File: src/hw/pfc_pkg.sv
package pfc_pkg;

  // ***********************************************
  // Register indices; byte address is four times the index.
  // ***********************************************
  localparam logic [8:0] IDX_SYNC_MID = 9'h122;
  localparam logic [8:0] IDX_SYNC_LOW = 9'h123;
  localparam logic [8:0] IDX_TX_PTR = 9'h124;
  localparam logic [8:0] IDX_RX_PTR = 9'h125;
  localparam logic [8:0] IDX_FMT = 9'h126;
  localparam logic [8:0] IDX_IRQ_STAT = 9'h130;
  localparam logic [8:0] IDX_IRQ_MASK = 9'h131;
  localparam logic [8:0] IDX_CMD = 9'h132;
  localparam int ADDR_LSB = 2;
  localparam int ADDR_MSB = 10;

  // ***********************************************
  // Fields, reset values and constants.
  // ***********************************************
  localparam logic [7:0] REG_RST = 8'h00;
  localparam logic [3:0] IRQ_RST = 4'h0;
  localparam logic [7:0] LEN_BIAS = 8'h04;
  localparam logic [1:0] PATH_PACKET = 2'h0;
  localparam logic [1:0] PATH_STREAM_PRE = 2'h1;
  localparam logic [1:0] PATH_STREAM_SYNC = 2'h2;
  localparam logic [4:0] SYNC_ONE_BYTE = 5'h01;
  localparam logic [4:0] SYNC_TWO_BYTE = 5'h08;
  localparam logic [4:0] SYNC_THREE_BYTE = 5'h10;
  localparam logic [4:0] SYNC_BITS_1 = 5'h07;
  localparam logic [4:0] SYNC_BITS_2 = 5'h0f;
  localparam logic [4:0] SYNC_BITS_3 = 5'h17;
  localparam logic [2:0] BIT_LAST = 3'h7;
  localparam logic [2:0] BIT_FIRST = 3'h0;
  localparam int CMD_TX_GO = 0;

  typedef struct packed {
    logic msb_first;
    logic fixed_len;
    logic csum_en;
    logic [1:0] path;
    logic [2:0] len_adj;
  } pfc_fmt_t;

  typedef struct packed {
    logic event_seen;
    logic rx_bad;
    logic rx_good;
    logic tx_done;
  } pfc_irq_t;

  typedef struct packed {
    logic [7:0] addr;
    logic [7:0] data;
    logic we;
  } pfc_ram_wr_t;

  typedef enum logic [4:0] {
    TX_IDLE = 5'b00001,
    TX_SYNC = 5'b00010,
    TX_FETCH = 5'b00100,
    TX_DATA = 5'b01000,
    TX_CSUM = 5'b10000
  } pfc_tx_st_t;

  typedef enum logic [2:0] {
    RX_IDLE = 3'b001,
    RX_DATA = 3'b010,
    RX_CSUM = 3'b100
  } pfc_rx_st_t;

endpackage

File: src/hw/pfc_framer.sv
// Implementation choice: the APB interface to the registers.
`timescale 1ns/1ps
module pfc_framer (
  // APB slave.
  input wire logic pclk,
  input wire logic presetn,
  input wire logic psel,
  input wire logic penable,
  input wire logic pwrite,
  input wire logic [31:0] paddr,
  input wire logic [31:0] pwdata,
  output logic [31:0] prdata,
  output logic pready,
  output logic pslverr,
  // Neighbouring configuration.
  input wire logic [7:0] sync_upper_byte,
  input wire logic [4:0] sync_length,
  input wire logic [7:0] length_limit,
  // Transmit packet RAM read port, one cycle latency.
  output logic [7:0] tx_ram_addr,
  input wire logic [7:0] tx_ram_rdata,
  // Receive packet RAM write port.
  output pfc_pkg::pfc_ram_wr_t rx_ram_wr,
  // Modem side.
  input wire logic tx_bit_req,
  output logic tx_bit,
  output logic tx_busy,
  input wire logic rx_bit,
  input wire logic rx_bit_valid,
  input wire logic preamble_det,
  input wire logic sync_det,
  input wire logic stream_end,
  output logic rx_stream_en,
  output logic event_output_pin,
  output logic irq
);

  // ***********************************************
  // Registers and APB decode.
  // ***********************************************
  logic [7:0] sync_mid_r;
  logic [7:0] sync_low_r;
  logic [7:0] transmit_frame_start_r;
  logic [7:0] receive_frame_start_r;
  pfc_pkg::pfc_fmt_t fmt_r;
  pfc_pkg::pfc_irq_t stat_r;
  pfc_pkg::pfc_irq_t mask_r;
  pfc_pkg::pfc_irq_t set_ev;
  logic [31:0] prdata_r;
  logic [8:0] idx;
  logic wr_acc;
  logic rd_acc;
  logic mapped;
  logic tx_go;

  assign idx = paddr[pfc_pkg::ADDR_MSB:pfc_pkg::ADDR_LSB];
  assign mapped = (idx == pfc_pkg::IDX_SYNC_MID) || (idx == pfc_pkg::IDX_SYNC_LOW) ||
                  (idx == pfc_pkg::IDX_TX_PTR) || (idx == pfc_pkg::IDX_RX_PTR) ||
                  (idx == pfc_pkg::IDX_FMT) || (idx == pfc_pkg::IDX_IRQ_STAT) ||
                  (idx == pfc_pkg::IDX_IRQ_MASK) || (idx == pfc_pkg::IDX_CMD);
  assign wr_acc = psel && penable && pwrite && mapped;
  assign rd_acc = psel && penable && !pwrite;
  assign pready = 1'b1;
  assign pslverr = psel && penable && !mapped;
  assign prdata = prdata_r;
  assign tx_go = wr_acc && (idx == pfc_pkg::IDX_CMD) && pwdata[pfc_pkg::CMD_TX_GO];
  assign irq = |(stat_r & mask_r);

  always_ff @(posedge pclk or negedge presetn)
  begin
    if (!presetn)
    begin
      sync_mid_r <= pfc_pkg::REG_RST;
      sync_low_r <= pfc_pkg::REG_RST;
      transmit_frame_start_r <= pfc_pkg::REG_RST;
      receive_frame_start_r <= pfc_pkg::REG_RST;
      fmt_r <= pfc_pkg::REG_RST;
      mask_r <= pfc_pkg::IRQ_RST;
    end
    else if (wr_acc)
    begin
      unique case (idx)
        pfc_pkg::IDX_SYNC_MID: sync_mid_r <= pwdata[7:0];
        pfc_pkg::IDX_SYNC_LOW: sync_low_r <= pwdata[7:0];
        pfc_pkg::IDX_TX_PTR: transmit_frame_start_r <= pwdata[7:0];
        pfc_pkg::IDX_RX_PTR: receive_frame_start_r <= pwdata[7:0];
        pfc_pkg::IDX_FMT: fmt_r <= pwdata[7:0];
        pfc_pkg::IDX_IRQ_MASK: mask_r <= pwdata[3:0];
        default: ;
      endcase
    end
  end

  // Read data is latched in the setup cycle so the bus sees a flop output.
  always_ff @(posedge pclk or negedge presetn)
  begin
    if (!presetn)
      prdata_r <= '0;
    else if (psel && !penable && !pwrite)
    begin
      unique case (idx)
        pfc_pkg::IDX_SYNC_MID: prdata_r <= {24'h000000, sync_mid_r};
        pfc_pkg::IDX_SYNC_LOW: prdata_r <= {24'h000000, sync_low_r};
        pfc_pkg::IDX_TX_PTR: prdata_r <= {24'h000000, transmit_frame_start_r};
        pfc_pkg::IDX_RX_PTR: prdata_r <= {24'h000000, receive_frame_start_r};
        pfc_pkg::IDX_FMT: prdata_r <= {24'h000000, fmt_r};
        pfc_pkg::IDX_IRQ_STAT: prdata_r <= {28'h0000000, stat_r};
        pfc_pkg::IDX_IRQ_MASK: prdata_r <= {28'h0000000, mask_r};
        default: prdata_r <= '0;
      endcase
    end
  end

  // A new event wins over the read that clears the status.
  // Only the bits latched for the reader are cleared, so an event landing at the setup edge is not lost.
  always_ff @(posedge pclk or negedge presetn)
  begin
    if (!presetn)
      stat_r <= pfc_pkg::IRQ_RST;
    else if (rd_acc && (idx == pfc_pkg::IDX_IRQ_STAT))
      stat_r <= (stat_r & ~prdata_r[3:0]) | set_ev;
    else
      stat_r <= stat_r | set_ev;
  end

  // ***********************************************
  // Shared helpers.
  // ***********************************************
  function automatic logic [7:0] shift_in(input logic [7:0] sh, input logic b, input logic msb);
    shift_in = msb ? {sh[6:0], b} : {b, sh[7:1]};
  endfunction

  function automatic logic [7:0] shift_out(input logic [7:0] sh, input logic msb);
    shift_out = msb ? {sh[6:0], 1'b0} : {1'b0, sh[7:1]};
  endfunction

  // ***********************************************
  // Transmit path.
  // ***********************************************
  pfc_pkg::pfc_tx_st_t tx_st_r;
  logic [23:0] sync_pat;
  logic [4:0] sync_bit_r;
  logic [4:0] sync_top;
  logic [7:0] tx_sh_r;
  logic [2:0] tx_bit_cnt_r;
  logic [7:0] tx_left_r;
  logic [7:0] tx_sum_r;
  logic tx_wait_r;
  logic tx_bit_r;
  logic tx_done_ev;
  logic tx_byte_end;

  assign sync_pat = {sync_upper_byte, sync_mid_r, sync_low_r};
  assign sync_top = (sync_length >= pfc_pkg::SYNC_THREE_BYTE) ? pfc_pkg::SYNC_BITS_3 :
                    (sync_length >= pfc_pkg::SYNC_TWO_BYTE) ? pfc_pkg::SYNC_BITS_2 :
                    pfc_pkg::SYNC_BITS_1;
  assign tx_byte_end = tx_bit_req && (tx_bit_cnt_r == pfc_pkg::BIT_LAST);
  assign tx_bit = tx_bit_r;
  assign tx_busy = (tx_st_r != pfc_pkg::TX_IDLE);

  always_ff @(posedge pclk or negedge presetn)
  begin
    if (!presetn)
    begin
      tx_st_r <= pfc_pkg::TX_IDLE;
      sync_bit_r <= '0;
      tx_sh_r <= '0;
      tx_bit_cnt_r <= '0;
      tx_left_r <= '0;
      tx_sum_r <= '0;
      tx_wait_r <= 1'b0;
      tx_bit_r <= 1'b0;
      tx_ram_addr <= '0;
      tx_done_ev <= 1'b0;
    end
    else
    begin
      tx_done_ev <= 1'b0;
      unique case (tx_st_r)
        pfc_pkg::TX_IDLE:
          if (tx_go && (fmt_r.path == pfc_pkg::PATH_PACKET))
          begin
            tx_ram_addr <= transmit_frame_start_r;
            tx_left_r <= length_limit;
            tx_sum_r <= '0;
            sync_bit_r <= sync_top;
            tx_st_r <= (sync_length >= pfc_pkg::SYNC_ONE_BYTE) ? pfc_pkg::TX_SYNC : pfc_pkg::TX_FETCH;
            tx_wait_r <= 1'b1;
          end
        pfc_pkg::TX_SYNC:
          if (tx_bit_req)
          begin
            tx_bit_r <= sync_pat[sync_bit_r];
            sync_bit_r <= sync_bit_r - 5'h01;
            if (sync_bit_r == 5'h00)
              tx_st_r <= pfc_pkg::TX_FETCH;
          end
        pfc_pkg::TX_FETCH:
          if (tx_left_r == 8'h00)
          begin
            tx_sh_r <= tx_sum_r;
            tx_bit_cnt_r <= pfc_pkg::BIT_FIRST;
            tx_st_r <= fmt_r.csum_en ? pfc_pkg::TX_CSUM : pfc_pkg::TX_IDLE;
            tx_done_ev <= !fmt_r.csum_en;
          end
          else if (tx_wait_r)
            tx_wait_r <= 1'b0;
          else
          begin
            tx_sh_r <= tx_ram_rdata;
            tx_sum_r <= tx_sum_r + tx_ram_rdata;
            tx_bit_cnt_r <= pfc_pkg::BIT_FIRST;
            tx_st_r <= pfc_pkg::TX_DATA;
          end
        pfc_pkg::TX_DATA, pfc_pkg::TX_CSUM:
          if (tx_bit_req)
          begin
            tx_bit_r <= fmt_r.msb_first ? tx_sh_r[7] : tx_sh_r[0];
            tx_sh_r <= shift_out(tx_sh_r, fmt_r.msb_first);
            tx_bit_cnt_r <= tx_bit_cnt_r + 3'h1;
            if (tx_byte_end && (tx_st_r == pfc_pkg::TX_CSUM))
            begin
              tx_st_r <= pfc_pkg::TX_IDLE;
              tx_done_ev <= 1'b1;
            end
            else if (tx_byte_end)
            begin
              tx_left_r <= tx_left_r - 8'h01;
              tx_ram_addr <= tx_ram_addr + 8'h01;
              tx_wait_r <= 1'b1;
              tx_st_r <= pfc_pkg::TX_FETCH;
            end
          end
      endcase
    end
  end

  // ***********************************************
  // Receive path.
  // ***********************************************
  pfc_pkg::pfc_rx_st_t rx_st_r;
  logic [7:0] rx_sh_r;
  logic [7:0] rx_byte;
  logic [2:0] rx_bit_cnt_r;
  logic [7:0] rx_idx_r;
  logic [7:0] rx_target_r;
  logic [7:0] rx_sum_r;
  logic [7:0] var_len;
  logic [7:0] tgt;
  logic rx_byte_end;
  logic rx_good_ev;
  logic rx_bad_ev;
  logic is_stream;

  assign rx_byte = shift_in(rx_sh_r, rx_bit, fmt_r.msb_first);
  assign rx_byte_end = rx_bit_valid && (rx_bit_cnt_r == pfc_pkg::BIT_LAST);
  // Wraps if field plus adjust is under four; the limit then caps it.
  assign var_len = rx_byte + {5'h00, fmt_r.len_adj} - pfc_pkg::LEN_BIAS;
  assign tgt = (rx_idx_r == 8'h00 && !fmt_r.fixed_len) ?
               ((var_len > length_limit) ? length_limit : var_len) : rx_target_r;
  assign is_stream = (fmt_r.path == pfc_pkg::PATH_STREAM_PRE) ||
                     (fmt_r.path == pfc_pkg::PATH_STREAM_SYNC);

  always_ff @(posedge pclk or negedge presetn)
  begin
    if (!presetn)
    begin
      rx_st_r <= pfc_pkg::RX_IDLE;
      rx_sh_r <= '0;
      rx_bit_cnt_r <= '0;
      rx_idx_r <= '0;
      rx_target_r <= '0;
      rx_sum_r <= '0;
      rx_ram_wr <= '0;
      rx_good_ev <= 1'b0;
      rx_bad_ev <= 1'b0;
    end
    else
    begin
      rx_ram_wr.we <= 1'b0;
      rx_good_ev <= 1'b0;
      rx_bad_ev <= 1'b0;
      if (rx_bit_valid)
      begin
        rx_sh_r <= rx_byte;
        rx_bit_cnt_r <= rx_bit_cnt_r + 3'h1;
      end
      unique case (rx_st_r)
        pfc_pkg::RX_IDLE:
          if (sync_det && (fmt_r.path == pfc_pkg::PATH_PACKET))
          begin
            rx_bit_cnt_r <= pfc_pkg::BIT_FIRST;
            rx_idx_r <= '0;
            rx_sum_r <= '0;
            rx_target_r <= length_limit;
            rx_st_r <= pfc_pkg::RX_DATA;
          end
        pfc_pkg::RX_DATA:
          if (rx_byte_end)
          begin
            rx_ram_wr.we <= 1'b1;
            rx_ram_wr.addr <= receive_frame_start_r + rx_idx_r;
            rx_ram_wr.data <= rx_byte;
            rx_sum_r <= rx_sum_r + rx_byte;
            rx_idx_r <= rx_idx_r + 8'h01;
            rx_target_r <= tgt;
            if ((rx_idx_r + 8'h01) >= tgt)
            begin
              rx_st_r <= fmt_r.csum_en ? pfc_pkg::RX_CSUM : pfc_pkg::RX_IDLE;
              rx_good_ev <= !fmt_r.csum_en;
            end
          end
        pfc_pkg::RX_CSUM:
          if (rx_byte_end)
          begin
            rx_st_r <= pfc_pkg::RX_IDLE;
            rx_good_ev <= (rx_byte == rx_sum_r);
            rx_bad_ev <= (rx_byte != rx_sum_r);
          end
      endcase
    end
  end

  // ***********************************************
  // Serial stream event pin and data gate.
  // ***********************************************
  always_ff @(posedge pclk or negedge presetn)
  begin
    if (!presetn)
    begin
      event_output_pin <= 1'b0;
      rx_stream_en <= 1'b0;
    end
    else
    begin
      event_output_pin <= ((fmt_r.path == pfc_pkg::PATH_STREAM_PRE) && preamble_det) ||
                          ((fmt_r.path == pfc_pkg::PATH_STREAM_SYNC) && sync_det);
      if (is_stream && preamble_det)
        rx_stream_en <= 1'b1;
      else if (stream_end || !is_stream)
        rx_stream_en <= 1'b0;
    end
  end

  assign set_ev = '{event_seen: event_output_pin, rx_bad: rx_bad_ev, rx_good: rx_good_ev, tx_done: tx_done_ev};

endmodule

File: config.mk
export PLATFORM = sky130hd
export DESIGN_NAME = pfc_framer
export DESIGN_NICKNAME = d
export VERILOG_FILES = /design/src/hw/pfc_pkg.sv /design/src/hw/pfc_framer.sv
export SDC_FILE = /design/constraint.sdc
export NUM_CORES = 1
export LEC_CHECK = 0
export BUFFER_PORTS_ARGS = -buffer_cell sky130_fd_sc_hd__clkbuf_2
export CORE_AREA = 2 2 153 155
export CTS_CLUSTER_DIAMETER = 40
export CTS_CLUSTER_SIZE = 24
export DETAILED_ROUTE_END_ITERATION = 10
export DIE_AREA = 0 0 155 157
export GPL_TIMING_DRIVEN = 0
export PLACE_DENSITY = 0.68
export SKIP_LAST_GASP = 1
export SYNTH_ARGS = -nofsm -noshare
export SYNTH_HDL_FRONTEND = slang
export SYNTH_SLANG_ARGS = --single-unit
File: constraint.sdc
create_clock -name pclk -period 5.7 [get_ports pclk]
set_clock_uncertainty 0.1 [all_clocks]
set_input_delay 0.57 -clock pclk [delete_from_list [all_inputs] [get_ports pclk]]
set_output_delay 0.57 -clock pclk [all_outputs]
set_load 0.005 [all_outputs]
==> metrics.md, run 1 <==
| Metric | Value |
|---|---|
| Outcome | finished clean |
| Clk Latency, worst-skew pair | 0.43 ns |
| Xor-xnor portion of the synthesized cell area | 0.02884 |
| Critical path type | flip-flop to flip-flop |
| Fin crit period | 5.426 ns |
| P&R area growth vs syn | 16.95% |
| Aggregate negative setup slack | 0 ns |
| FILL cells | 2056 |
| Netlist cell types | 71 |
| Synthesized cell area | 10020 um2 |
| Critical path's most frequent cell | ha_1 |
| Critical Path RT | 5.95 ns |
| Adder-Cell Fraction of Synth Area | 0.08165 |
| Pwr Density | 402.1 nW/um2 |
| Die Ht | 157 um |
| Fin crit share | 0.9519 |
| First-pass GRT wire length | 42.96 mm |
| Ys async rst share | 1.000 |
| Synth top area cells | dfrtp_1, ha_1, mux2_2 |
| Core Footprint | 22500 um2 |
| Post-route antenna net violation count | 0 |
| Crit Reg-Reg Startpoint | fmt_r[7] |
| Sequential share of the synthesized area | 0.4072 |
| Peak VDD IR | 0.2053 mV |
| Worst hold slack | 0.06558 ns |
| Root buffer cell | clkbuf_16 |
| Top Ports | 168 |
| Top cells by count, synth | dfrtp_1, nand2_1, nor2_1 |
| Fraction of layout cells with a size suffix above 1 | 0.2147 |
| RD Place Congestion | 0.8656 |
| Depth of the most critical reg-to-reg path | 24 |
| # rows | 55 |
| Crit Path Max Fanout | 9 |
| Slowest stage cell, crit path | dfrtp_1 |
| Hold Crit Class | primary input to async pin |
| FMAX | 184.3 MHz |
| Main combinational cell family by area after synthesis | compound AO/OA/AOI/OAI gates |
| Number of global-route vias before repair | 8077 |
| Startpoint types | flip-flop |
| RSZ-0062 raised after global routing | no |
| Pre-CTS WS | -1.090 ns |
| Synth Area in Simple Gates | 0.1644 |
| #FFs+latches synth | 163 |
| Avg WL per Cell | 17.67 um |
| Largest net degree at the start of global routing | 89 |
| Top cell type's share of synthesized area | 0.4020 |
| Register area | 4081 um2 |
| Final setup fails | 0 |
| Worst-Margin Slew | 1.129 ns |
| Via count | 8471 |
| 1st-iter DRT viols | 513 |
| Cell count after synthesis | 1053 |
| Clock buffer depth | 2 |
| Pins Over Slew Limit | 0 |
| Biggest area consumer among synthesized cells | dfrtp_1 |
| Crit-path max cell delay | 0.37 ns |
| Post-synth EDFFs | 0 |
| Total Wirelength | 26.44 mm |
| Drc violations | 0 |
| Final Util | 0.5209 |
| Post-DP HPWL | 19.66 mm |
| TritonRoute pass-1 iters | 5 |
| Critical-path cell list | buf_12 > mux2i_4 > inv_2 > ha_1 > ha_1 > fa_2 > a211oi_2 > o21bai_1 > a21oi_2 > xnor2_2 > ha_1 > a21oi_1 > o21ai_0 > o22ai_2 > clkbuf_8 > mux2_2 > o21bai_1 > ha_1 > a21o_1 > a21o_1 > a211oi_2 > nor3b_2 > o211a_1 > a211oi_2 |
| Tot GR Track Use | 0.2235 |
| Post-synthesis compound-gate area fraction | 0.1718 |
| # port buffers | 94 |
| Initial Utilization | 0.4454 |
| Mux cell area share after synthesis | 0.09501 |
| R2R Path End | rx_st_r[1] |
| Leakage | 5.430 nW |
| Max_cap viols | 0 |
| Multi-input gate area | 5604 um2 |
| Total power | 4.713 mW |
| # hold bufs at CTS | 0 |
| Syn Area/Cell | 9.518 um2 |
| Worst-path clk slew | 0.07 ns |
| CTS Sinks | 163 |
| Diode count | 0 |
| CTS tree | done |
| DIE AREA | 24340 um2 |
| Antenna violations before repair | 0 |
| Worst Path Arrival | 5.68 ns |
| Global route total overflow | 0 |
| CTS buffer count | 17 |
| Post-synth top flop | dfrtp_1 |
| Flop-to-flop setup slack | 0.27 ns |
| Synth Warn # | 0 |
| Setup WS post-layout | 0.2744 ns |
| CP endpoint kind | flip-flop |
| Top-count cell post-synth | dfrtp_1 |
| Die width | 155 um |
| Via/cell ratio | 5.662 |
| Slew HR | 0.2368 |
| H-tree levels | 4 |
| Final nets | 1366 |
| Hold Vio Cnt, Final | 0 |
==> power by group <==
part / internal, mW / switching, mW
registers: 1.44 / 0.259
logic: 0.814 / 1.05
clock network: 0.616 / 0.529
total: 2.87 / 1.84
==> cell type report <==
| class | instances | share of cell area |
|---|---|---|
| repair buffers | 105 | 0.04964 |
| multi-input cells | 805 | 0.4781 |
| plain buffers | 69 | 0.03266 |
| clock inverters | 13 | 0.01217 |
| flip-flops and latches | 163 | 0.3482 |
| inverters | 38 | 0.01217 |
| clock buffers | 18 | 0.03661 |
| well taps | 285 | 0.03042 |
==> cells in the final DEF, fill, tap and decap left out, drive strengths merged, types with 6 or more instances in the layout <==
master / netlist / final
ha: 59 / 59
nand2b: 8 / 8
or3: 6 / 6
o21bai: 10 / 10
mux4: 7 / 7
nor4b: 7 / 7
a22o: 8 / 8
nor3: 16 / 16
mux2: 51 / 51
a21o: 12 / 12
a221oi: 9 / 9
a21oi: 76 / 76
nand4: 6 / 6
o211ai: 10 / 10
nor3b: 11 / 11
xnor2: 19 / 19
nand3: 27 / 27
o31ai: 9 / 9
clkbuf: 37 / 149
inv: 37 / 44
xor2: 14 / 14
nor4: 9 / 9
mux2i: 22 / 22
nor2: 87 / 87
nand2: 119 / 119
conb: 2 / 25
a22oi: 12 / 12
buf: 33 / 43
a31oi: 9 / 9
dfrtp: 161 / 161
o22ai: 9 / 9
o21ai: 76 / 76
==> worst max path at each step <==
| stage | end | slack, ns | depth (start not counted) | from |
|---|---|---|---|---|
| after CTS | rx_st_r[1] | 0.002 | 25 | fmt_r[7] |
| final | rx_st_r[1] | 0.27 | 24 | fmt_r[7] |
| after global routing | rx_st_r[1] | 0.04 | 24 | fmt_r[7] |
| after global placement | rx_st_r[2] | -1.06 | 25 | fmt_r[7] |
| after floorplan | rx_st_r[1] | 0.07 | 25 | fmt_r[7] |
| after detailed placement | rx_st_r[2] | -1.09 | 25 | fmt_r[7] |
==> cell families after synthesis <==
group,Yosys count
AND/OR/NAND/NOR,330
flip-flops,163
AO/OA/AOI/OAI,274
adder cells (fa/ha/maj),63
buffers and inverters,108
XOR/XNOR,33
other,2
multiplexers,80
==> critical path: cells and delay by family (launching register included) <==
kind	cells	cell delay, ns
compound gates	12	2.09
xor+xnor	1	0.16
fa+ha+maj	5	1.53
buf+inv	3	0.42
flops	1	0.37
mux	2	0.59
simple gates	1	0.09
==> sequential cells by signal (all words and copies together), names as in the netlist, 8 cells and up <==
name / cells
fmt_r: 8
prdata: 8
receive_frame_start_r: 8
rx_idx_r: 8
rx_ram_wr: 17
rx_sh_r: 8
rx_sum_r: 8
rx_target_r: 8
sync_low_r: 8
sync_mid_r: 8
transmit_frame_start_r: 8
tx_left_r: 8
tx_ram_addr: 8
tx_sh_r: 8
tx_sum_r: 8
==> through the flow <==
stage	std cells	instance area (um2)
finish	1496	11720
global route	1496	11720
CTS	1489	11660
detailed placement	1456	10970
global placement	1455	10940
floorplan	1076	10110
==> repair_timing <==
item                                    in CTS  in global routing
gates resized for setup                     22                  5
endpoints found under the hold margin        0                  0
buffers inserted                             2                  8
pin swaps                                    2                  5
endpoints found under the setup margin       4                  4
==> per-layer routing <==
layer / wire length, um / GRT usage / vias to the layer above / share of wire
met1: 11990 / 0.3039 / 4137 / 0.45
met5: 0 / 0 / - / 0
met2: 12830 / 0.3765 / 239 / 0.49
li1: - / - / 4062 / -
met4: 405 / 0.05952 / 0 / 0.015
met3: 1212 / 0.03084 / 33 / 0.046
Power figures use the tool's default switching activity.
==> inputs of run 2 (changes only) <==
SETUP_SLACK_MARGIN = 0.4   (was not set)
==> run 2 against run 1 <==
  * Die area did not move
  * Worst hold slack got worse by 0.052 ns
  * Sequential share of layout area fell by 0.66 points
  * Flip-flop and latch count did not move
  * Setup slack improved by 0.13 ns
  * Non-clock buffer count rose by 7
  * Clock-buffer cell count fell by 1
  * Maximum frequency rose by 2.5%
  * First-iteration DRC count rose by 0.39%
  * Wire length rose by 3.0%
  * Core utilization rose by 1.0 points
  * Design area rose by 1.9%
  * Critical endpoint unchanged
  * Largest power group unchanged
==> metrics.md, run 2 (synthesized netlist as in run 1, its figures left out) <==
| Metric | Value |
|---|---|
| Outcome | finished clean |
| Post-route antenna net violation count | 0 (unchanged) |
| Hold Vio Cnt, Final | 0 (unchanged) |
| Largest net degree at the start of global routing | 99 (+11%) |
| Critical path type | flip-flop to flip-flop |
| Fraction of layout cells with a size suffix above 1 | 0.2313 (+0.01664) |
| H-tree levels | 4 (unchanged) |
| # port buffers | 94 (unchanged) |
| RD Place Congestion | 0.8992 (+3.9%) |
| Fin area | 11950 um2 (+1.9%) |
| Final Util | 0.5309 (+0.01001) |
| Post-DP HPWL | 19.66 mm (about the same) |
| Worst hold slack | 0.01321 ns (-0.05237 ns) |
| Pwr Density | 405.5 nW/um2 (+0.83%) |
| Worst Path Arrival | 5.54 ns (-0.14 ns) |
| Core Footprint | 22500 um2 (unchanged) |
| Aggregate negative setup slack | 0 ns (unchanged) |
| Number of global-route vias before repair | 8397 (+4.0%) |
| Commonest non-fill, non-tap cell in the layout | dfrtp_1 |
| Sw Share | 0.3886 (-0.001553) |
| Final setup fails | 0 (unchanged) |
| RSZ-0062 raised after global routing | yes |
| Worst-Margin Slew | 1.350 ns (+0.2208 ns) |
| # rows | 55 (unchanged) |
| CP endpoint kind | flip-flop |
| 1st-iter DRT viols | 515 (+0.39%) |
| Top Ports | 168 (unchanged) |
| Leakage | 5.500 nW (+1.3%) |
| CTS buffer count | 17 (unchanged) |
| Placed instance area | 11010 um2 (+0.33%) |
| Max_cap viols | 0 (unchanged) |
| Total Wirelength | 27.23 mm (+3.0%) |
| Fin crit share | 0.9287 (-0.02313) |
| Worst-path clk slew | 0.07 ns (about the same) |
| Total power | 4.844 mW (+2.8%) |
| Startpoint types | flip-flop |
| Via count | 8624 (+1.8%) |
| Flop-to-flop setup slack | 0.41 ns (+0.13 ns) |
| Commonest non-fill, non-tap cells in the layout | dfrtp_1, nand2_1, clkbuf_2 |
| Crit Reg-Reg Startpoint | fmt_r[7] |
| Diode count | 0 (unchanged) |
| Crit Path Max Fanout | 7 (-2) |
| Initial Utilization | 0.4454 (unchanged) |
| Global route total overflow | 0 (unchanged) |
| Slew HR | 0.08752 (-0.1492) |
| CTS tree | done |
| Critical Path RT | 5.94 ns (about the same) |
| Avg WL per Cell | 18.10 um (+2.4%) |
| FMAX | 188.9 MHz (+2.5%) |
| Peak VDD IR | 0.2082 mV (+1.4%) |
| NetSw | 1.883 mW (+2.4%) |
| DIE AREA | 24340 um2 (unchanged) |
| CTS Sinks | 163 (unchanged) |
| Fin crit period | 5.294 ns (-0.1319 ns) |
| TritonRoute pass-1 iters | 5 (unchanged) |
| Sequential power share | 0.353 (-0.008) |
| First-pass GRT wire length | 44.04 mm (+2.5%) |
| P&R area growth vs syn | 19.20% |
| R2R Path End | rx_st_r[1] |
| Tot GR Track Use | 0.2293 (+0.005813) |
| Depth of the most critical reg-to-reg path | 25 (+4.2%) |
| Drc violations | 0 (unchanged) |
| Die width | 155 um (unchanged) |
| Clk Latency, worst-skew pair | 0.44 ns (about the same) |
| Int Power | 2.961 mW (+3.0%) |
| Antenna violations before repair | 0 (unchanged) |
| Largest reg by FF count | rx_ram_wr |
| Hold Crit Class | primary input to async pin |
| Via/cell ratio | 5.734 (+1.3%) |
| Final nets | 1373 (+0.51%) |
| Pins Over Slew Limit | 0 (unchanged) |
| Clock power share | 0.245 (+0.002) |
| Combinational Power Share | 0.402 (+0.006) |
| Die Ht | 157 um (unchanged) |
| FILL cells | 2025 (-1.5%) |
| Clock buffer depth | 2 (unchanged) |
| Root buffer cell | clkbuf_16 |
| # hold bufs at CTS | 0 (unchanged) |
| Max FFs per register | 17 (unchanged) |
run 2: cell count changes in the layout (fill, tap and decap cells not counted), moves of 2 or more:
cell	delta
a21oi_2	+4
o21bai_4	+3
ha_4	+4
o21bai_1	-3
clkinv_2	+2
buf_4	+5
ha_1	-5
a21oi_1	-4
run 2: how the worst max path moves through the flow:
stage,startpoint,to,slack [ns],cells after the start
after global routing,fmt_r[7],rx_st_r[1],0.19,25
after CTS,fmt_r[7],rx_st_r[1],0.41,25
after floorplan,fmt_r[7],rx_st_r[1],0.40,25
after global placement,fmt_r[7],rx_st_r[2],-0.42,24
after detailed placement,fmt_r[7],rx_st_r[1],-0.40,24
final,fmt_r[7],rx_st_r[1],0.41,25
run 2: routing by layer:
| metal | up-vias | share of wire | GRT usage |
|---|---|---|---|
| li1 | 4079 | - | - |
| met1 | 4262 | 0.46 | 0.3127 |
| met2 | 244 | 0.47 | 0.3767 |
| met3 | 39 | 0.048 | 0.03800 |
| met4 | 0 | 0.019 | 0.06878 |
| met5 | - | 0 | 0 |
run 2: power groups by stage:
stage	clock network [mW]	registers, mW	logic [mW]
final	1.19	1.71	1.95
after global placement	0	1.71	1.72
after global routing	1.26	1.75	2.18
after floorplan	0	1.66	1.29
after CTS	1.21	1.70	1.87
after detailed placement	0	1.71	1.77
run 2: final cells by class:
class | instances | area [um2] | share of cell area
multi-input cells | 805 | 5738 | 0.4803
flip-flops and latches | 163 | 4081 | 0.3416
repair buffers | 111 | 630.6 | 0.05279
clock buffers | 17 | 425.4 | 0.03561
plain buffers | 70 | 402.9 | 0.03372
well taps | 285 | 356.6 | 0.02985
clock inverters | 15 | 168.9 | 0.01414
inverters | 38 | 142.6 | 0.01194
run 2: metrics by stage:
step | setup WS (ns) | std cells
after floorplan | 0.4019 | 1076
after global placement | -0.4193 | 1455
after detailed placement | -0.4007 | 1456
after CTS | 0.4075 | 1499
after global routing | 0.1851 | 1504
final | 0.4063 | 1504
run 2: timing repair:
item                                    in CTS  in global routing
pin swaps                                   13                 17
endpoints found under the setup margin       4                  4
buffers inserted                            11                  5
resized for setup                           29                 12
run 2: worst max-delay path: stages, from the launching register on:
cell,delay (ns)
dfrtp_1,0.37
buf_12,0.12
buf_12,0.13
mux2i_4,0.24
inv_2,0.09
ha_4,0.23
ha_4,0.17
fa_2,0.39
a211oi_4,0.24
o21bai_1,0.12
a21oi_2,0.18
xnor2_2,0.10
ha_1,0.35
nand4_1,0.18
a21oi_2,0.18
o22ai_2,0.10
clkbuf_8,0.16
buf_6,0.13
mux2_4,0.30
o21bai_4,0.18
ha_1,0.31
a21o_1,0.17
a211oi_2,0.20
nor3b_2,0.09
o211a_1,0.24
a211oi_2,0.13
